==> src/logic/ims_defines.svh <==
// Constants for the isolated modulator sampling sequencer
`ifndef IMS_DEFINES_SVH
`define IMS_DEFINES_SVH
`define IMS_CORE_HZ        200000000
`define IMS_SYS_HZ         19798016
`define IMS_MOD_DIV        ((`IMS_CORE_HZ + `IMS_SYS_HZ - 1) / `IMS_SYS_HZ)
`define IMS_OSR            1024
`define IMS_KEEP_RATIO     4
`define IMS_SAR_HZ         4000000
`define IMS_SAR_DIV        (`IMS_CORE_HZ / `IMS_SAR_HZ)
`define IMS_SAR_SH_CYC     8
`define IMS_SAR_CONV_CYC   12
`define IMS_SCAN_LEN       6
`define IMS_CH_TEMP        4'hA
`define IMS_CH_V1          4'h5
`define IMS_CH_V2          4'h4
`define IMS_CH_V3          4'h3
`endif

==> src/logic/ims_pkg.sv <==
// Types for the isolated modulator sampling sequencer
package ims_pkg;
  typedef enum logic [1:0] {
    IMS_SAR_IDLE = 2'b00,
    IMS_SAR_HOLD = 2'b01,
    IMS_SAR_CONV = 2'b11,
    IMS_SAR_NEXT = 2'b10
  } ims_sar_state_t;

  typedef struct packed {
    logic        valid;
    logic [15:0] ch0;
    logic [15:0] ch1;
    logic [15:0] ch2;
  } ims_cur_sample_t;

  typedef struct packed {
    logic        valid;
    logic [2:0]  slot;
    logic [3:0]  chan;
    logic [15:0] data;
  } ims_sar_result_t;
endpackage

==> src/logic/ims_cic_filter.sv <==
// Third-order sinc decimation filter for one single-bit stream
`timescale 1ns/1ps
`include "ims_defines.svh"
module ims_cic_filter #(
  parameter int OSR = `IMS_OSR
) (
  input  wire logic        clk,
  input  wire logic        arst_n,
  input  wire logic        mod_tick,
  input  wire logic        bit_in,
  input  wire logic        dec_tick,
  output logic [15:0]      sample
);
  localparam int LOG = $clog2(OSR);
  // Never narrower than the 16-bit output word, so small ratios still slice cleanly
  localparam int W   = (3 * LOG + 1 < 16) ? 16 : 3 * LOG + 1;
  if (OSR < 4 || (1 << LOG) != OSR) begin : g_bad_osr
    $error("OSR must be a power of two");
  end
  logic [W-1:0] i1_reg, i2_reg, i3_reg;
  logic [W-1:0] d1_reg, d2_reg, d3_reg;
  logic [W-1:0] c1, c2, c3;
  logic [W-1:0] x;
  assign x  = bit_in ? W'(1) : W'(0);
  assign c1 = i3_reg - d1_reg;
  assign c2 = c1 - d2_reg;
  assign c3 = c2 - d3_reg;

  // Integrators at modulation rate
  always_ff @(posedge clk or negedge arst_n) begin
    if (!arst_n) begin
      i1_reg <= '0;
      i2_reg <= '0;
      i3_reg <= '0;
    end else if (mod_tick) begin
      i1_reg <= i1_reg + x;
      i2_reg <= i2_reg + i1_reg;
      i3_reg <= i3_reg + i2_reg;
    end
  end

  // Combs at decimated rate, output offset to two's complement
  always_ff @(posedge clk or negedge arst_n) begin
    if (!arst_n) begin
      d1_reg <= '0;
      d2_reg <= '0;
      d3_reg <= '0;
      sample <= 16'h0000;
    end else if (dec_tick) begin
      d1_reg <= i3_reg;
      d2_reg <= c1;
      d3_reg <= c2;
      sample <= c3[W-1 -: 16] ^ 16'h8000;
    end
  end
endmodule

==> src/logic/ims_sequencer.sv <==
// Modulator clocking, current filters, sample skip and SAR scan sequencing
`timescale 1ns/1ps
`include "ims_defines.svh"
module ims_sequencer #(
  parameter int OSR      = `IMS_OSR,
  parameter int MOD_DIV  = `IMS_MOD_DIV,
  parameter int SAR_DIV  = `IMS_SAR_DIV
) (
  input  wire logic                     CORE_CLK,
  input  wire logic                     ARST_N,
  input  wire logic                     GROUP_START,
  input  wire logic                     RESULT_FORMAT_SELECT,
  input  wire logic                     FILTER0_BITSTREAM_IN,
  input  wire logic                     FILTER1_BITSTREAM_IN,
  input  wire logic                     FILTER2_BITSTREAM_IN,
  input  wire logic [9:0]               SAR_RAW_DATA,
  output logic                          MODULATION_CLOCK_OUT,
  output logic                          SAR_CLOCK_OUT,
  output logic                          TRIGGER_PULSE,
  output ims_pkg::ims_cur_sample_t      CUR_SAMPLE,
  output logic [3:0]                    SAR_CHANNEL_SEL,
  output ims_pkg::ims_sar_result_t      SAR_RESULT,
  output logic                          SCAN_TRANSFER_DONE_FLAG
);
  // Divider counters are eight bits wide
  if (MOD_DIV < 2 || SAR_DIV < 2 || MOD_DIV > 256 || SAR_DIV > 256) begin : g_bad_div
    $error("Clock dividers must lie between 2 and 256");
  end
  if (OSR < 4) begin : g_bad_osr
    $error("OSR too small");
  end

  function automatic logic [3:0] scan_chan(input logic [2:0] slot);
    case (slot)
      3'h0:    scan_chan = `IMS_CH_TEMP;
      3'h1:    scan_chan = `IMS_CH_V1;
      3'h2:    scan_chan = `IMS_CH_V2;
      3'h3:    scan_chan = `IMS_CH_V3;
      // Slots 4 and 5 scan channels 6 and 7, none repeated
      default: scan_chan = 4'(slot) + 4'h2;
    endcase
  endfunction

  // Group run state: modulation clock and filters held until started together; SAR clock runs free
  logic run_reg;
  always_ff @(posedge CORE_CLK or negedge ARST_N) begin
    if (!ARST_N) run_reg <= 1'b0;
    else if (GROUP_START) run_reg <= 1'b1;
  end

  // Modulation clock divider from core clock
  logic [7:0] mdiv_reg;
  logic       mod_tick;
  assign mod_tick = run_reg && (mdiv_reg == 8'(MOD_DIV - 1)) && MODULATION_CLOCK_OUT;
  always_ff @(posedge CORE_CLK or negedge ARST_N) begin
    if (!ARST_N) begin
      mdiv_reg             <= 8'h00;
      MODULATION_CLOCK_OUT <= 1'b0;
    end else if (!run_reg) begin
      mdiv_reg             <= 8'h00;
      MODULATION_CLOCK_OUT <= 1'b0;
    end else if (mdiv_reg == 8'(MOD_DIV - 1)) begin
      mdiv_reg             <= 8'h00;
      MODULATION_CLOCK_OUT <= ~MODULATION_CLOCK_OUT;
    end else begin
      mdiv_reg <= mdiv_reg + 8'h01;
    end
  end

  // Decimation counter shared by filters and trigger generator
  localparam int OW = $clog2(OSR);
  logic [OW-1:0] osr_reg;
  logic          dec_tick;
  assign dec_tick = mod_tick && (osr_reg == OW'(OSR - 1));
  always_ff @(posedge CORE_CLK or negedge ARST_N) begin
    if (!ARST_N) osr_reg <= '0;
    else if (mod_tick) osr_reg <= osr_reg + OW'(1);
  end

  // Three filters sharing one reset and one decimation tick
  logic [2:0]  bits_in;
  logic [15:0] filt [3];
  assign bits_in = {FILTER2_BITSTREAM_IN, FILTER1_BITSTREAM_IN, FILTER0_BITSTREAM_IN};
  for (genvar g = 0; g < 3; g++) begin : g_filt
    ims_cic_filter #(.OSR(OSR)) u_filt (
      .clk      (CORE_CLK),
      .arst_n   (ARST_N),
      .mod_tick (mod_tick),
      .bit_in   (bits_in[g]),
      .dec_tick (dec_tick),
      .sample   (filt[g])
    );
  end

  // Trigger and modulo-four keep counter; delayed one cycle after filter output
  logic       dec_d_reg;
  logic [1:0] skip_reg;
  logic       keep;
  assign keep = dec_d_reg && (skip_reg == 2'h0);
  always_ff @(posedge CORE_CLK or negedge ARST_N) begin
    if (!ARST_N) begin
      dec_d_reg     <= 1'b0;
      skip_reg      <= 2'h0;
      TRIGGER_PULSE <= 1'b0;
    end else begin
      dec_d_reg     <= dec_tick;
      TRIGGER_PULSE <= dec_d_reg;
      if (dec_d_reg) skip_reg <= skip_reg + 2'h1;
    end
  end

  always_ff @(posedge CORE_CLK or negedge ARST_N) begin
    if (!ARST_N) begin
      CUR_SAMPLE <= '0;
    end else begin
      CUR_SAMPLE.valid <= keep;
      if (keep) begin
        CUR_SAMPLE.ch0 <= filt[0];
        CUR_SAMPLE.ch1 <= filt[1];
        CUR_SAMPLE.ch2 <= filt[2];
      end
    end
  end

  // SAR clock at 4 MHz
  logic [7:0] sdiv_reg;
  logic       sar_tick;
  assign sar_tick = (sdiv_reg == 8'(SAR_DIV - 1));
  always_ff @(posedge CORE_CLK or negedge ARST_N) begin
    if (!ARST_N) begin
      sdiv_reg      <= 8'h00;
      SAR_CLOCK_OUT <= 1'b0;
    end else begin
      sdiv_reg      <= sar_tick ? 8'h00 : sdiv_reg + 8'h01;
      SAR_CLOCK_OUT <= (sdiv_reg < 8'(SAR_DIV / 2));
    end
  end

  // SAR autoscan sequencer
  ims_pkg::ims_sar_state_t st_reg;
  logic [4:0] cyc_reg;
  logic [2:0] slot_reg;
  logic       pend_reg;
  always_ff @(posedge CORE_CLK or negedge ARST_N) begin
    if (!ARST_N) pend_reg <= 1'b0;
    else if (keep) pend_reg <= 1'b1;
    else if (st_reg == ims_pkg::IMS_SAR_IDLE && sar_tick) pend_reg <= 1'b0;
  end

  always_ff @(posedge CORE_CLK or negedge ARST_N) begin
    if (!ARST_N) begin
      st_reg   <= ims_pkg::IMS_SAR_IDLE;
      cyc_reg  <= 5'h00;
      slot_reg <= 3'h0;
    end else if (sar_tick) begin
      case (st_reg)
        ims_pkg::IMS_SAR_IDLE: begin
          slot_reg <= 3'h0;
          cyc_reg  <= 5'h00;
          if (pend_reg) st_reg <= ims_pkg::IMS_SAR_HOLD;
        end
        ims_pkg::IMS_SAR_HOLD: begin
          if (cyc_reg == 5'(`IMS_SAR_SH_CYC - 1)) begin
            cyc_reg <= 5'h00;
            st_reg  <= ims_pkg::IMS_SAR_CONV;
          end else cyc_reg <= cyc_reg + 5'h01;
        end
        ims_pkg::IMS_SAR_CONV: begin
          if (cyc_reg == 5'(`IMS_SAR_CONV_CYC - 1)) begin
            cyc_reg <= 5'h00;
            st_reg  <= ims_pkg::IMS_SAR_NEXT;
          end else cyc_reg <= cyc_reg + 5'h01;
        end
        ims_pkg::IMS_SAR_NEXT: begin
          if (slot_reg == 3'(`IMS_SCAN_LEN - 1)) begin
            st_reg <= ims_pkg::IMS_SAR_IDLE;
          end else begin
            slot_reg <= slot_reg + 3'h1;
            st_reg   <= ims_pkg::IMS_SAR_HOLD;
          end
        end
        default: st_reg <= ims_pkg::IMS_SAR_IDLE;
      endcase
    end
  end

  // Result capture, formatting and scan completion
  logic conv_end;
  assign conv_end = sar_tick && st_reg == ims_pkg::IMS_SAR_CONV
                    && cyc_reg == 5'(`IMS_SAR_CONV_CYC - 1);
  always_ff @(posedge CORE_CLK or negedge ARST_N) begin
    if (!ARST_N) begin
      SAR_RESULT              <= '0;
      SAR_CHANNEL_SEL         <= `IMS_CH_TEMP;
      SCAN_TRANSFER_DONE_FLAG <= 1'b0;
    end else begin
      SAR_CHANNEL_SEL  <= scan_chan(slot_reg);
      SAR_RESULT.valid <= conv_end;
      if (conv_end) begin
        SAR_RESULT.slot <= slot_reg;
        SAR_RESULT.chan <= scan_chan(slot_reg);
        SAR_RESULT.data <= RESULT_FORMAT_SELECT ?
                           {~SAR_RAW_DATA[9], SAR_RAW_DATA[8:0], 6'h00} :
                           {6'h00, SAR_RAW_DATA};
      end
      SCAN_TRANSFER_DONE_FLAG <= conv_end && slot_reg == 3'(`IMS_SCAN_LEN - 1);
    end
  end
endmodule

==> config.mk <==
export PLATFORM = sky130hd
export DESIGN_NAME = ims_sequencer
export DESIGN_NICKNAME = d
export VERILOG_FILES = /design/src/logic/ims_pkg.sv /design/src/logic/ims_cic_filter.sv /design/src/logic/ims_sequencer.sv
export VERILOG_INCLUDE_DIRS = /design/src /design/src/logic
export SDC_FILE = /design/constraint.sdc
export NUM_CORES = 2
export LEC_CHECK = 0
export ABC_CLOCK_PERIOD_IN_PS = 8070
export BUFFER_PORTS_ARGS = -buffer_cell sky130_fd_sc_hd__buf_4
export CAP_MARGIN = 20
export CORE_ASPECT_RATIO = 1.5
export CORE_UTILIZATION = 45
export CTS_CLUSTER_SIZE = 12
export DETAILED_ROUTE_END_ITERATION = 7
export HOLD_SLACK_MARGIN = 0.05
export PLACE_DENSITY_LB_ADDON = 0.3
export SLEW_MARGIN = 10
export SYNTH_ARGS = -nofsm -noshare
export SYNTH_HDL_FRONTEND = slang
export SYNTH_SLANG_ARGS = --single-unit
==> constraint.sdc <==
create_clock -name CORE_CLK -period 8.07 [get_ports CORE_CLK]
set_input_delay 0.807 -clock CORE_CLK [delete_from_list [all_inputs] [get_ports CORE_CLK]]
set_output_delay 0.807 -clock CORE_CLK [all_outputs]
set_load 0.02 [all_outputs]
==> Yosys cells after proc, flatten, opt, wreduce, memory -nomap -nowiden <==
Index checks and enable logic that the tools add are counted.
W data, S select, Z words.
{ "op_classes": {"add_sub_neg": 25, "magnitude_cmp": 1, "n_mux": 22, "n_eq_ne": 17, "bitwise_logic": 5, "reduce_logical": 17} }
{ "ops": {"columns": ["cell", "n"], "rows": [
  ["$add A31 B31 Y31", 9],
  ["$sub A31 B31 Y31", 9],
  ["$mux W8", 3],
  ["$add A8 B1 Y8 const B", 2],
  ["$mux W16", 1],
  ["$pmux W4 S4", 1],
  ["$pmux W5 S3", 1],
  ["$add A10 B1 Y10 const B", 1],
  ["$eq A10 B10 Y1 const B", 1],
  ["$mux W5", 2],
  ["$eq A8 B4 Y1 const B", 1],
  ["$eq A8 B6 Y1 const B", 1],
  ["$logic_and A1 B1 Y1", 8],
  ["$lt A8 B5 Y1 const B", 1],
  ["$mux W1", 8],
  ["$ne A2 B2 Y1 const B", 4],
  ["$pmux W2 S4", 1],
  ["$eq A3 B2 Y1 const B", 2],
  ["$mux W2", 3],
  ["$pmux W3 S2", 1],
  ["$add A5 B1 Y5 const B", 1],
  ["$eq A5 B3 Y1 const B", 1],
  ["$eq A5 B4 Y1 const B", 1],
  ["$not A1 Y1", 5],
  ["16 further kinds", 19]
]} }
{ "totals": {"register_bits": 728, "output_inout_bits": 81, "in_bits": 17} }

==> Longest topological paths before layout <==
{ "depth": {"depth_word": 4, "depth_mapped": 39} }

==> Hierarchy <==
A second synthesis with hierarchy kept.
{ "hier_totals": {"cells_unflattened": 5167, "hier_area_um2": 48460.2} }
{ "modules_own_cells": {"columns": ["module", "area_each_um2", "n_inst", "cells_per_inst"], "rows": [
  ["ims_cic_filter at g_filt[2].u_filt", 14586.5, 1, 1618],
  ["ims_cic_filter at g_filt[0].u_filt", 14436.3, 1, 1587],
  ["ims_cic_filter at g_filt[1].u_filt", 14248.7, 1, 1563],
  ["ims_sequencer", 5188.7, 1, 399]
]} }

==> Worst setup path after synthesis <==
No wires, ideal clock.
{ "synth_timing": {"kind": "register to register", "from": "reg g_filt[2].u_filt.i3_reg[0]", "to": "reg g_filt[2].u_filt.sample[14]", "setup_time_ps": 133, "path_slack_ps": 1170, "stages_incl_launch_ff": 37, "synth_period_minus_slack_ps": 6900, "path_buffers": 0, "required_time_ps": 7937, "arrival_time_ps": 6767, "cell_sequence": "dfrtp_1 inv_1 ha_1 inv_1 fa_1 a211oi_2 o31ai_1 a21o_1 a21oi_4 o21bai_1 a21oi_1 xnor2_1 ha_1 and4_1 o21a_1 o41a_1 or3_1 a221o_1 a21o_1 a21oi_1 o21bai_1 a21oi_1 xnor2_1 ha_1 a21o_1 a21o_1 a21oi_1 o2111ai_1 and3_1 a41o_1 a21oi_1 nor2b_1 o21a_1 o21a_1 nor2_1 xor2_1 o21ai_0"} }
{ "synth_via": {"elab_chain_len": 3} }
{ "synth_lines": {"columns": ["element", "line", "text"], "rows": [
  ["start: declaration", "ims_cic_filter.sv:20", "logic [W-1:0] i1_reg, i2_reg, i3_reg;"],
  ["start signal: assignment", "ims_cic_filter.sv:38", "i3_reg <= i3_reg + i2_reg;"],
  ["$sub A31 B31 Y31", "ims_cic_filter.sv:25", "assign c1 = i3_reg - d1_reg;"],
  ["via g_filt[2].u_filt.c1[10]", "ims_cic_filter.sv:22", "logic [W-1:0] c1, c2, c3;"],
  ["$sub A31 B31 Y31", "ims_cic_filter.sv:26", "assign c2 = c1 - d2_reg;"],
  ["via g_filt[2].u_filt.c2[18]", "ims_cic_filter.sv:22", null],
  ["$sub A31 B31 Y31", "ims_cic_filter.sv:27", "assign c3 = c2 - d3_reg;"],
  ["end signal: assignment", "ims_cic_filter.sv:53", "sample <= c3[W-1 -: 16] ^ 16'h8000;"],
  ["end: declaration", "ims_cic_filter.sv:12", "output logic [15:0] sample"]
]} }
The timed path passes the listed nets, and every way through them passes these cells.
A chain may end at the register's enable or synchronous reset.

==> Worst setup path after layout <==
Ends and elaborated chain as after synthesis.

==> metrics.cfg <==
[status]
status = complete, no violations

[clock_tree]
cts_tree = yes
cts_made_buffers = 77
htree_levels = 3
cts_buffer_depth = 3
ctsHoldBuffers = 0
insertion_delay_ps = 670
clock-sinks = 728
clk_pin_slew_ps = 60
cts_root_buf = clkbuf_16

[timing]
finalHoldViolCount = 0
setup_violations = 0
fmax_mhz = 131.5
max-slew-margin-rel_pct = 34.51
fin_worst_skew_ps = 24.70
post-route-period-util_pct = 94.21
slew_violations = 0
period_minus_slack_ps = 7603
tightest_slew_ps = 957.5
tns_ps = 0

[finish]
fillCellCount = 9576
post-route-util_pct = 50.07
antenna_cells = 0
drive_gt1_share_pct = 6.417
area_delta_synth_final_pct = 10.16
fin_cells = 6732
nets = 5784

[critical_path]
required_ps = 8590
worst_setup_path_start_kind = register
worst_setup_path_end_kind = register
crit_fanout = 5
path_class = register to register
cp.arrival_ps = 8120
slowest_delay_ps = 430
cpMaxStageDelayCell = fa_1
path_common_cell = a21o_1

[floorplanning]
rows = 144
die_y_um = 396.8
die-width_um = 265.2
core-area_mm2 = 0.1029
start_util_pct = 45.45
ios = 98
dieArea_mm2 = 0.1052

[yosys]
ys_seq_elements = 728
yosys-top-cells-count = 788 x nand2_1, 726 x dfrtp_1, 642 x o21ai_0
ys.warnings.count = 0
async_flop_share_pct = 100.0
yosysMostFrequentCell = nand2_1
synth_cell_types = 87
syn_area_mm2 = 0.04676
synth-edff-count = 0
yosys.area.top_type = dfrtp_1
ys.flop_type = dfrtp_1
avgSynthCellArea_um2 = 8.946
yosys-top-cells-area = dfrtp_1 39%, ha_1 12%, o21ai_0 6.9%
synth_nets = 5723
synth_top_area_share_pct = 38.85
synthCells = 5227
yosysSeqAreaShare_pct = 38.97

[detailed_routing]
drt_pass1_iterations = 5
detail-route-antenna-nets = 0
drt_wl_total_mm = 93.74
vias = 35420
first_iter_violations = 1444
routedWlPerCell_um = 13.92
via_per_inst = 5.261
drc = 0

[grt]
grt-ovfl-total = 0
grt_pass1_wl_mm = 161.8
antenna_found_initial = 0
grt_max_degree = 230
grt_pass1_vias = 35370
grt.total_usage_pct = 18.15

[place]
dp.cells = 6593
gp_congestion = 0.8684
portBuffers = 97
hpwlAfterDp_mm = 68.82

[run]
cap_violations = 0

[hold_path]
hp-class = primary input to asynchronous set/reset pin

==> final timing paths <==
kind,start,end,slack (ps),cells after the start
setup / recovery,g_filt[2].u_filt.i3_reg[0],g_filt[2].u_filt.sample[14],470,36
hold / removal,ARST_N,g_filt[0].u_filt.i1_reg[0],170,1
setup reg to reg,g_filt[2].u_filt.i3_reg[0],g_filt[2].u_filt.sample[14],470,36
hold reg to reg,osr_reg[9],osr_reg[9],470,1
max in group asynchronous,ARST_N,g_filt[2].u_filt.d1_reg[29],6030,3
min in group CORE_CLK,GROUP_START,run_reg,340,2
==> routing by layer <==
| metal | GRT usage (%) | part of all wire, % | vias up |
|---|---|---|---|
| met1 | 20.15 | 42 | 16590 |
| met4 | 7.535 | 3.4 | 0 |
| met2 | 34.64 | 52 | 369 |
| met3 | 2.032 | 2.4 | 191 |
| met5 | 0 | 0 | - |
| li1 | - | - | 18270 |
==> critical path, delay by kind of cell, from the launching register on <==
family / cells / cell delay, ps
compound gates: 22 / 4120
xor+xnor: 3 / 510
fa+ha+maj: 4 / 1210
buf+inv: 2 / 150
flops: 1 / 380
simple gates: 5 / 1100
==> cell type report <==
cell class              instances  area (um2)  share of cell area [%]
clock inverters                17       234.0                  0.4542
inverters                     385        1448                   2.810
well taps                    1387        1735                   3.369
multi-input cells            3975       26610                   51.66
flip-flops and latches        728       18220                   35.37
repair buffers                121       998.5                   1.938
clock buffers                 119        2265                   4.396
==> metrics by stage <==
step | hold slack (ps) | setup WS (ps) | cell area (um2)
global placement | 448.8 | 530.0 | 48960
detailed placement | 454.9 | 407.8 | 48960
CTS | 174.6 | 377.2 | 51460
global route | 218.6 | -35.03 | 51510
finish | 171.0 | 467.0 | 51510
floorplan | 424.7 | 1170 | 46760
==> cells in the final DEF (no fill, tap or decap), drive strengths merged, types with 52 or more instances in the layout <==
cell and instances:
clkbuf 119, o21a 59, dfrtp 726, nor2 222
xnor2 289, a21oi 308, o21ai 654, nand2b 56
ha 467, mux2 64, a21o 195, inv 389
nand2 788, xor2 183, nand3 83, buf 121
o21bai 52, nor2b 59
==> logic make-up (layout without fill, tap and decap cells) <==
logic type,count (synthesis),after routing,synth area share [%]
buffers and inverters,524,642,4.209
and+or+nand+nor,1450,1450,13.86
AOI/OAI and AO/OA,1505,1505,19.44
muxes,68,68,1.627
adders and majority gates,479,479,13.01
DFF,728,728,38.96
xor gates and xnor gates,473,473,8.889
==> repair_timing <==
action	in CTS	in global routing
gates resized for setup	0	2
endpoints found under the setup margin	0	2
setup buffers	0	2
Power is not shown: default switching activity piles up to over one toggle a cycle in this logic, so the estimate is an artifact.
